### config.mk
export PLATFORM = sky130hd
export DESIGN_NAME = dcdc_clamp_config_regs
export DESIGN_NICKNAME = d
export VERILOG_FILES = /design/src/clamp_apply.v /design/src/dcdc_clamp_config_regs.v
export VERILOG_INCLUDE_DIRS = /design/src
export SDC_FILE = /design/constraint.sdc
export NUM_CORES = 1
export LEC_CHECK = 0
export BUFFER_PORTS_ARGS = -buffer_cell sky130_fd_sc_hd__buf_2
export CORE_UTILIZATION = 50
export CTS_BUF_LIST = sky130_fd_sc_hd__clkbuf_8
export DETAILED_ROUTE_END_ITERATION = 12
export PLACE_DENSITY = 0.78
export SLEW_MARGIN = 20
export SYNTH_ARGS = -nofsm -noshare
export SYNTH_HDL_FRONTEND = slang
export SYNTH_SLANG_ARGS = --single-unit
### constraint.sdc
create_clock -name core_clk -period 1.2 [get_ports core_clk]
set_input_delay 0.12 -clock core_clk [delete_from_list [all_inputs] [get_ports core_clk]]
set_output_delay 0.12 -clock core_clk [all_outputs]
set_load 0.05 [all_outputs]
### src/clamp_cfg_map.vh
`ifndef CLAMP_CFG_MAP_VH
`define CLAMP_CFG_MAP_VH
// ----------------------------------------
// register offsets
// ----------------------------------------
`define ADDR_OUTPUT_CODE 8'h05
`define ADDR_CONV_SELECT 8'h06
`define ADDR_CLAMP_CONFIG 8'h07
// ----------------------------------------
// reset values
// ----------------------------------------
`define RST_OUTPUT_CODE 16'h0000
`define RST_CONV_SELECT 16'h0000
`define RST_CLAMP_CONFIG 16'h0000
`define RST_SEL_A 1'h0
`define RST_SEL_RSVD 15'h0000
// ----------------------------------------
// field positions
// ----------------------------------------
`define SEL_A_BIT 0
`define RSVD_HI 15
`define RSVD_LO 12
`define MODE_HI 11
`define MODE_LO 10
`define POS_HI 9
`define POS_LO 6
`define NEG_HI 5
`define NEG_LO 2
`define ARM_HI 1
`define ARM_LO 0
// ----------------------------------------
// clamp modes
// ----------------------------------------
`define MODE_TRACK 2'h0
`define MODE_MANUAL 2'h1
`define MODE_LEARN 2'h2
`define MODE_BAD 2'h3
`define POS_RESET 4'h0
`endif

### src/clamp_apply.v
`timescale 1ns/100ps
`default_nettype none
`include "clamp_cfg_map.vh"
// effective clamp levels seen by the converter control
module clamp_apply (
    input wire core_clk,
    input wire srst,
    input wire [1:0] mode,
    input wire [3:0] pos_sw,
    input wire [3:0] neg_sw,
    output reg tracking_r,
    output reg [3:0] pos_eff_r,
    output reg [3:0] neg_eff_r
);
    always @(posedge core_clk) begin
        if (srst) begin
            tracking_r <= 1'b1;
            pos_eff_r <= `POS_RESET;
            neg_eff_r <= 4'h0;
        end else begin
            // mode 11 is not blocked on write; treat it like tracking for safety
            tracking_r <= (mode != `MODE_MANUAL) && (mode != `MODE_LEARN);
            pos_eff_r <= pos_sw;
            neg_eff_r <= neg_sw;
        end
    end
endmodule
`default_nettype wire

### src/dcdc_clamp_config_regs.v
`timescale 1ns/100ps
`default_nettype none
`include "clamp_cfg_map.vh"
module dcdc_clamp_config_regs #(
    parameter ADDR_W = 8
) (
    input wire core_clk,
    input wire srst,
    input wire [ADDR_W-1:0] addr,
    input wire [15:0] wdata,
    input wire wr_en,
    input wire rd_en,
    output reg [15:0] rdata_r,
    output reg [15:0] output_code_r,
    output reg converter_a_select_r,
    output reg [1:0] clamp_mode_r,
    output reg [1:0] arm_enable_r,
    output reg clamp_tracking_r,
    output reg [3:0] pos_clamp_eff_r,
    output reg [3:0] neg_clamp_eff_r,
    input wire learn_valid,
    input wire [3:0] learn_level
);
    // ----------------------------------------
    // register storage
    // ----------------------------------------
    reg [14:0] sel_rsvd_r;
    reg [3:0] cfg_rsvd_r;
    reg [3:0] pos_level_r;
    reg [3:0] neg_level_r;
    wire hit_code = wr_en && (addr == `ADDR_OUTPUT_CODE);
    wire hit_sel = wr_en && (addr == `ADDR_CONV_SELECT);
    wire hit_cfg = wr_en && (addr == `ADDR_CLAMP_CONFIG);
    wire tracking;
    wire [3:0] pos_eff;
    wire [3:0] neg_eff;

    always @(posedge core_clk) begin
        if (srst) begin
            output_code_r <= `RST_OUTPUT_CODE;
            converter_a_select_r <= `RST_SEL_A;
            sel_rsvd_r <= `RST_SEL_RSVD;
            cfg_rsvd_r <= 4'h0;
            clamp_mode_r <= `MODE_TRACK;
            pos_level_r <= `POS_RESET;
            neg_level_r <= 4'h0;
            arm_enable_r <= 2'h0;
        end else begin
            if (hit_code) begin
                output_code_r <= wdata;
            end
            if (hit_sel) begin
                converter_a_select_r <= wdata[`SEL_A_BIT];
                sel_rsvd_r <= wdata[15:1];
            end
            if (hit_cfg) begin
                cfg_rsvd_r <= wdata[`RSVD_HI:`RSVD_LO];
                clamp_mode_r <= wdata[`MODE_HI:`MODE_LO];
                neg_level_r <= wdata[`NEG_HI:`NEG_LO];
                arm_enable_r <= wdata[`ARM_HI:`ARM_LO];
            end
            // learned value wins over software while in auto learn
            if (clamp_mode_r == `MODE_LEARN) begin
                if (learn_valid) begin
                    pos_level_r <= learn_level;
                end
            end else if (hit_cfg) begin
                pos_level_r <= wdata[`POS_HI:`POS_LO];
            end
        end
    end

    // ----------------------------------------
    // read path
    // ----------------------------------------
    always @(posedge core_clk) begin
        if (srst) begin
            rdata_r <= 16'h0000;
        end else if (rd_en) begin
            case (addr)
                `ADDR_OUTPUT_CODE: rdata_r <= output_code_r;
                `ADDR_CONV_SELECT: rdata_r <= {sel_rsvd_r,
                    converter_a_select_r};
                `ADDR_CLAMP_CONFIG: rdata_r <= {cfg_rsvd_r, clamp_mode_r,
                    pos_level_r, neg_level_r, arm_enable_r};
                default: rdata_r <= 16'h0000;
            endcase
        end else begin
            rdata_r <= 16'h0000;
        end
    end

    clamp_apply u_apply (
        .core_clk(core_clk),
        .srst(srst),
        .mode(clamp_mode_r),
        .pos_sw(pos_level_r),
        .neg_sw(neg_level_r),
        .tracking_r(tracking),
        .pos_eff_r(pos_eff),
        .neg_eff_r(neg_eff)
    );

    always @(posedge core_clk) begin
        if (srst) begin
            clamp_tracking_r <= 1'b1;
            pos_clamp_eff_r <= `POS_RESET;
            neg_clamp_eff_r <= 4'h0;
        end else begin
            clamp_tracking_r <= tracking;
            pos_clamp_eff_r <= pos_eff;
            neg_clamp_eff_r <= neg_eff;
        end
    end
endmodule
`default_nettype wire

* Word level (Yosys, flattened, before mapping)
Cells that the tools add are included.
** Word-level totals
- Memories :: 0
- ROM bits :: 0
- RAM bits :: 0
- Bits in latches :: 0
- Word-level logic and storage cells :: 34
- Output and inout bits :: 46
- Input bits :: 33
- Flip-flop bits (word level) :: 82
** Operators by class
- Bitwise operators :: 1
- Reductions and logical operators :: 7
- Shifts and indexed selects :: 0
- Equality and inequality tests :: 7
- $add $sub $neg :: 0
- Multiplexer cells :: 4
- Divide/modulo/power cells :: 0
- Order comparisons :: 0
- Multipliers :: 0
** Operators by type and width (number)
- 16-bit case mux with 3 select lines :: 1
- 8-bit by 3-bit == test with 1-bit output (second input constant) :: 3
- 4-bit 2-to-1 mux :: 3
- 1-bit logical AND :: 4
- 2-bit inequality test (second input constant) :: 2
- 2-bit == test (second input constant) :: 1
- 2-bit by 1-bit inequality test with 1-bit output (second input constant) :: 1
- 2-bit AND reduction :: 1
- 2-bit nonzero test :: 1
- 2-bit OR reduction :: 1
- 1-bit NOT :: 1

* Depth between registers and ports, before layout
Gate-level depths: netlist of run 1.
- Depth after elaboration :: 4
- Gate-level depth with buffers :: 6
- Gate-level depth less buffers :: 5

* By module
Synthesis of run 1 repeated with hierarchy kept, for this count alone.
** Second synthesis, totals
- Cell total of the unflattened synthesis :: 282
- Area total of the unflattened synthesis :: 3054.2 µm²
** Modules (own cells, without submodules)
- dcdc_clamp_config_regs :: sequential area each 1461.4 µm², cells each 263, area an instance 2808.9 µm², times used 1
- clamp_apply :: sequential area each 180.2 µm², cells each 19, area an instance 245.2 µm², times used 1

* Least setup slack after synthesis of run 1
No wires, ideal clock.
- Kind :: register -> register
- Start point :: register clamp_mode_r[0]
- End point :: register pos_level_r[0]
- Setup slack :: -0.494 ns
- Arrival time :: 1.575 ns
- Library setup time :: 0.119 ns
- Buffers on the path :: 0
- Clock period less this slack :: 1.694 ns
- Cell stages (with the launch flop) :: 6
- Required time :: 1.081 ns
- Cell sequence :: dfxtp_1 > inv_1 > ha_1 > and2_1 > a31o_2 > o221a_2
** On the way
- Word-level cells in the longest chain between the ends :: 3
- Elaborated cells on any way between the ends :: 5
- Those cells by class :: 2 x eq/ne; 1 x mux; 2 x reduce/logical
** RTL lines
- start: declaration :: line dcdc_clamp_config_regs.v:16 : output reg [1:0] clamp_mode_r,
- start signal: assignment :: line dcdc_clamp_config_regs.v:44 : clamp_mode_r <= `MODE_TRACK;
- start signal: assignment :: line dcdc_clamp_config_regs.v:58 : clamp_mode_r <= wdata[`MODE_HI:`MODE_LO];
- 2-bit == test (no line) (*)
- 2-bit inequality test (no line) / 2-bit nonzero test (equally long branches)
- 2-bit AND reduction (no line)
- end signal: assignment :: line dcdc_clamp_config_regs.v:45 : pos_level_r <= `POS_RESET;
- end signal: assignment :: line dcdc_clamp_config_regs.v:65 : pos_level_r <= learn_level;
- end signal: assignment :: line dcdc_clamp_config_regs.v:68 : pos_level_r <= wdata[`POS_HI:`POS_LO];
- end: declaration :: line dcdc_clamp_config_regs.v:29 : reg [3:0] pos_level_r;
Every way passes the cells marked *; elsewhere a longest branch is shown, timed or not.
A chain may end at the register's enable or synchronous reset.

* Final worst setup path of run 1
- Start point :: input addr[7]
- End point :: register pos_level_r[0]
** On the way
- Word-level cells in the longest chain between the ends :: 4
** RTL lines
- start: declaration :: line dcdc_clamp_config_regs.v:9 : input wire [ADDR_W-1:0] addr,
- 8-bit by 3-bit == test with 1-bit output
- 1-bit logical AND :: line dcdc_clamp_config_regs.v:33 : wire hit_cfg = wr_en && (addr == `ADDR_CLAMP_CONFIG);
- 2-bit nonzero test (no line)
- 2-bit AND reduction (no line)
No other way between the ends.

==> results of run 1 <==
stage by stage:
step	hold WS [ps]	cells	utilization (%)	cell area [um^2]
6_report	71.1	481	66.9	4220
5_1_grt	61.2	481	66.9	4220
4_1_cts	67.9	481	66.6	4210
3_5_place_dp	417	465	62.0	3920
3_3_place_gp	416	465	62.0	3920
2_1_floorplan	296	302	-	3290
power by group through the flow:
stage	sequential (W)	combinational [W]	clock [W]
final	0.00272	0.000298	0.00216
after global routing	0.00272	0.000319	0.00232
after CTS	0.00272	0.000291	0.00219
after detailed placement	0.00278	0.000281	0
after global placement	0.00278	0.000278	0
after floorplan	0.00279	0.000138	0
layout make-up:
class | count | area share, %
clock buffers | 10 | 3.26
multi-input cells | 191 | 37.7
repair buffers | 106 | 14.9
well taps | 77 | 2.28
inverters | 9 | 0.800
clock inverters | 6 | 1.93
flip-flops and latches | 82 | 39.1
worst max-delay path: cells and delay by family:
kind                   cells  cell delay, ps
buffers and inverters      2             350
AO/OA/AOI/OAI              2             370
AND/OR/NAND/NOR            1             710
worst min path at each step:
stage	to	slack, ps	depth (start not counted)
5_1_grt	pos_level_r[1]	60	2
2_1_floorplan	output_code_r[6]	300	2
6_report	output_code_r[0]	70	3
3_3_place_gp	pos_clamp_eff_r[0]	420	1
3_5_place_dp	clamp_tracking_r	420	1
4_1_cts	output_code_r[0]	70	3
cell families after synthesis:
family | Yosys count | synth area share, %
buffers and inverters | 29 | 4.22
DFF | 82 | 50.4
adders and majority gates | 1 | 0.384
AOI/OAI and AO/OA | 26 | 6.22
muxes | 60 | 19.0
and+or+nand+nor | 104 | 19.7
layer usage:
metal / global-route usage (%) / vias to the layer above
met5: 0 / -
met4: 8.28 / 0
met3: 6.15 / 10
met2: 39.4 / 71
met1: 27.2 / 1192
li1: - / 1214
layout by cell type (no fill, tap or decap), types with 4 or more instances in the layout:
master    count
dfxtp_1      80
buf_2        76
mux2_2       16
nor2_1       17
inv_1        10
mux2i_1      44
clkbuf_8     10
nand2b_1     60
o221a_4       4
a22oi_1      16
nor2b_1      14
buf_4        27
timing repair:
| item | in CTS | in global routing |
|---|---|---|
| pin swaps | 5 | 1 |
| hold endpoints to repair | 0 | 0 |
| gates resized for setup | 12 | 3 |
| setup endpoints to repair | 5 | 5 |
==> results.yml, run 1 <==
outcome:
  status: "complete, but fails checks"
  violations: "setup timing"
clock_network:
  cts-root-buf: "clkbuf_8"
  clock_sinks: 82
  clockBufferDepth: 2
  clock_latency_ps: 350
  cts_tree: "done"
  cts_setup_buffers: 0
  worst_setup_hold_path_clk_slew_ps: 80
  cts.htree.levels: 3
  hold_buffers: 0
  numCtsBuffers: 9
timing:
  fin_skew_ps: 5.26
  finalMaxSlewViolations: 0
  setup_viol: 4
  rsz0062_at_grt: "yes"
  fin_crit_sh_pct: 104
  max_freq_mhz: 800
  period_needed_ps: 1250
  worst_slack_ps: -50.6
  finalHoldViolCount: 0
  tightest_slew_ps: 813
  final.setup.tns_ps: -179
  relSlewSlack_pct: 45.1
final_layout:
  regArea_um2: 1650
  multi_input_area_um2: 1590
  drive_above_1_share_pct: 38.9
  fillers: 483
  diodes: 0
  top_regs: "output_code_r x16, rdata_r x16, sel_rsvd_r x15"
  syn_to_final_growth_pct: 29.6
  finalNetCount: 433
pwr:
  combPwrFrac_pct: 5.8
  seqPwrFrac_pct: 52.5
  powerDensity_nw_per_um2: 1230
  netSwitchingFraction_pct: 21.3
  p_total_w: 0.00518
  p_sw_w: 0.00110
  p_int_w: 0.00407
  power_frac_clock_pct: 41.8
  leakage_nw: 2.00
  ir_worst_vdd_uv: 795
drt:
  wl_per_cell_um: 15.1
  wl_mm: 7.26
  via_per_inst: 5.17
  wl_met1_mm: 3.03
  vias: 2487
  drt-initial-drc-count: 121
  dr.pass1.iters: 4
  drc: 0
  dr_wl_met3_um: 358
  ant_nets: 0
  wl_met2_mm: 3.76
  top_layer: "met4"
critical_path:
  cp-start-kind: "input port"
  critPathArrivalTime_ps: 1550
  slowest_delay_ps: 710
  cp-startpoint: "addr[7]"
  cp-endpoint: "pos_level_r[0]"
  cp-end-kind: "flop"
  r2r-end: "pos_level_r[0]"
  rrSetupSlack_ps: -30
  critPathKind: "input port to flop"
  crit_slowest_cell: "nor4bb_1"
  path_max_fanout: 4
  path_cells: "buf_2 -> nor4bb_1 -> buf_4 -> a31o_4 -> o221a_4"
  timing.rr.start: "clamp_mode_r[0]"
  reg2reg_depth: 6
  crit_required_ps: 1500
yosys:
  syn-num-nets: 336
  synth.avg_cell_area_um2: 10.8
  syn_area_um2: 3260
  synth_cells: 302
  yosysUniqueCellTypes: 27
  synth.largest_area_cell: "dfxtp_1"
  async_reset_ff_share_pct: 0
  synth_flop_cell: "dfxtp_1"
  netlist_top_cells_area: "dfxtp_1 (50%), mux2i_1 (14%), nand2b_1 (12%)"
  synth-edff-count: 0
  synth_top_area_share_pct: 50.4
  synth_warnings: 0
  synth.most_common_cell: "dfxtp_1"
  synth-seq-cells: 82
  ys_seq_area_share_pct: 50.4
  synthTopCellsByCount: "dfxtp_1 (82), nand2b_1 (60), mux2i_1 (44)"
floorplanning:
  start_util_pct: 51.6
  ios: 79
  die_w_um: 82.7
  die_h_um: 82.7
  coreArea_um2: 6310
  dieArea_um2: 6840
  rows: 29
worst_hold_path:
  hold_class: "input port to flop"
  hold_path_startpoint: "wdata[0]"
global_routing:
  antenna_found_initial: 0
  track_usage_pct: 22.9
  grt_max_degree: 79
  grt_pass1_wl_mm: 11.4
  grt_pass1_vias: 2382
  overflow: 0
job:
  maxCapViolations: 0
placement:
  globalplace.congestion: 0.761
  dp_worst_setup_slack_ps: -268
  io_buffers: 78
  dp_hpwl_mm: 5.05
(Power assumes the default switching activity.)
==> run 2, diff against run 1 <==
--- a/config.mk
+++ b/config.mk
@@ -7,10 +7,10 @@
 export NUM_CORES = 1
 export LEC_CHECK = 0
 export BUFFER_PORTS_ARGS = -buffer_cell sky130_fd_sc_hd__buf_2
-export CORE_UTILIZATION = 50
+export CORE_UTILIZATION = 55
 export CTS_BUF_LIST = sky130_fd_sc_hd__clkbuf_8
 export DETAILED_ROUTE_END_ITERATION = 12
-export PLACE_DENSITY = 0.78
+export PLACE_DENSITY = 0.82
 export SLEW_MARGIN = 20
 export SYNTH_ARGS = -nofsm -noshare
 export SYNTH_HDL_FRONTEND = slang
==> constraint.sdc (replaced) <==
create_clock -name core_clk -period 1.5 [get_ports core_clk]
set_input_delay 0.15 -clock core_clk [delete_from_list [all_inputs] [get_ports core_clk]]
set_output_delay 0.15 -clock core_clk [all_outputs]
set_load 0.05 [all_outputs]
==> results.yml, run 2 (synthesis gave the netlist of run 1 again) <==
drt:
  dr.pass1.iters: 4
  vias: 2418
  drt-initial-drc-count: 172
  via_per_inst: 5.22
  drc: 0
  wl_per_cell_um: 14.9
  ant_nets: 0
  wl_mm: 6.89
critical_path:
  cp-start-kind: "flop"
  critPathArrivalTime_ps: 1660
  cp-end-kind: "flop"
  path_max_fanout: 5
  crit_required_ps: 1750
  critPathKind: "flop to flop"
placement:
  io_buffers: 78
  dp_hpwl_mm: 4.85
  globalplace.congestion: 0.788
clock_network:
  worst_setup_hold_path_clk_slew_ps: 80
  cts_tree: "done"
  cts.htree.levels: 3
  hold_buffers: 0
  clockBufferDepth: 2
  clock_sinks: 82
  numCtsBuffers: 9
  cts-root-buf: "clkbuf_8"
  cts.repair.resized: 0
  cts_setup_buffers: 0
  clock_latency_ps: 350
timing:
  finalMaxSlewViolations: 0
  tightest_slew_ps: 491
  rsz0062_at_grt: "no"
  fin_skew_ps: 10.3
  hold_slack_ps: 94.8
  relSlewSlack_pct: 66.8
  fin_crit_sh_pct: 93.9
  max_freq_mhz: 710
  finalHoldViolCount: 0
  final.setup.tns_ps: 0
  period_needed_ps: 1410
  setup_viol: 0
floorplanning:
  rows: 27
  start_util_pct: 58.1
  die_w_um: 79.0
  die_h_um: 79.0
  ios: 79
  dieArea_um2: 6240
  coreArea_um2: 5610
pwr:
  leakage_nw: 1.91
  powerDensity_nw_per_um2: 1040
  ir_worst_vdd_uv: 615
  p_total_w: 0.00414
final_layout:
  top_regs: "output_code_r x16, rdata_r x16, sel_rsvd_r x15"
  layout_common_cells: "dfxtp_1 (80), buf_2 (78), nand2b_1 (60), mux2i_1 (44), nor2_1 (17)"
  syn_to_final_growth_pct: 22.4
  diodes: 0
  drive_above_1_share_pct: 34.8
  layout_commonest_cell: "dfxtp_1"
  finalNetCount: 420
global_routing:
  track_usage_pct: 24.0
  overflow: 0
  grt_max_degree: 47
  antenna_found_initial: 0
  grt_pass1_vias: 2434
  grt_pass1_wl_mm: 11.4
outcome:
  status: "finished clean"
worst_hold_path:
  hold_class: "input port to flop"
job:
  maxCapViolations: 0
==> run 2: path summary, 6_finish.rpt <==
check,startpoint,endpoint,slack (ps),cells after the start
setup / recovery,clamp_mode_r[0],pos_level_r[0],90,5
hold / removal,wdata[7],pos_level_r[1],90,2
setup reg to reg,clamp_mode_r[0],pos_level_r[0],90,5
hold reg to reg,u_apply.tracking_r,clamp_tracking_r,430,1
==> run 2: critical path: stages (launching register included) <==
cell,delay [ps]
dfxtp_4,360
inv_1,40
ha_1,200
and2_1,200
a31o_2,270
o221a_2,250
==> run 2: metrics by stage <==
stage | setup slack [ps] | util, % | cells | cell area [um^2]
2_1_floorplan | 63.3 | - | 302 | 3260
3_3_place_gp | 109 | 66.9 | 447 | 3750
3_5_place_dp | 53.7 | 66.9 | 447 | 3750
4_1_cts | 103 | 71.0 | 463 | 3980
5_1_grt | 37.6 | 71.1 | 463 | 3990
6_report | 91.7 | 71.1 | 463 | 3990
==> run 2: final cells by class <==
class                           instances  area, um^2
Tap cell                               72        90.1
Sequential cell                        82        1650
Timing Repair Buffer                   93         503
Clock buffer                           11         151
Multi-Input combinational cell        191        1480
Fill cell                             442        1620
Inverter                                9        33.8
Clock inverter                          5        77.6
==> run 2: power by group <==
| group | total [W] | internal [W] | switching, W |
|---|---|---|---|
| Clock | 0.00177 | 0.00102 | 0.000745 |
| Combinational | 0.000198 | 0.0000903 | 0.000108 |
| Sequential | 0.00218 | 0.00217 | 0.00000129 |
| Total | 0.00414 | 0.00329 | 0.000854 |
==> run 2: routing by layer <==
metal	GRT usage [%]	routed length [um]
met3	6.55	289
met2	40.6	3530
met5	0	0
met4	10.4	161
met1	28.3	2910
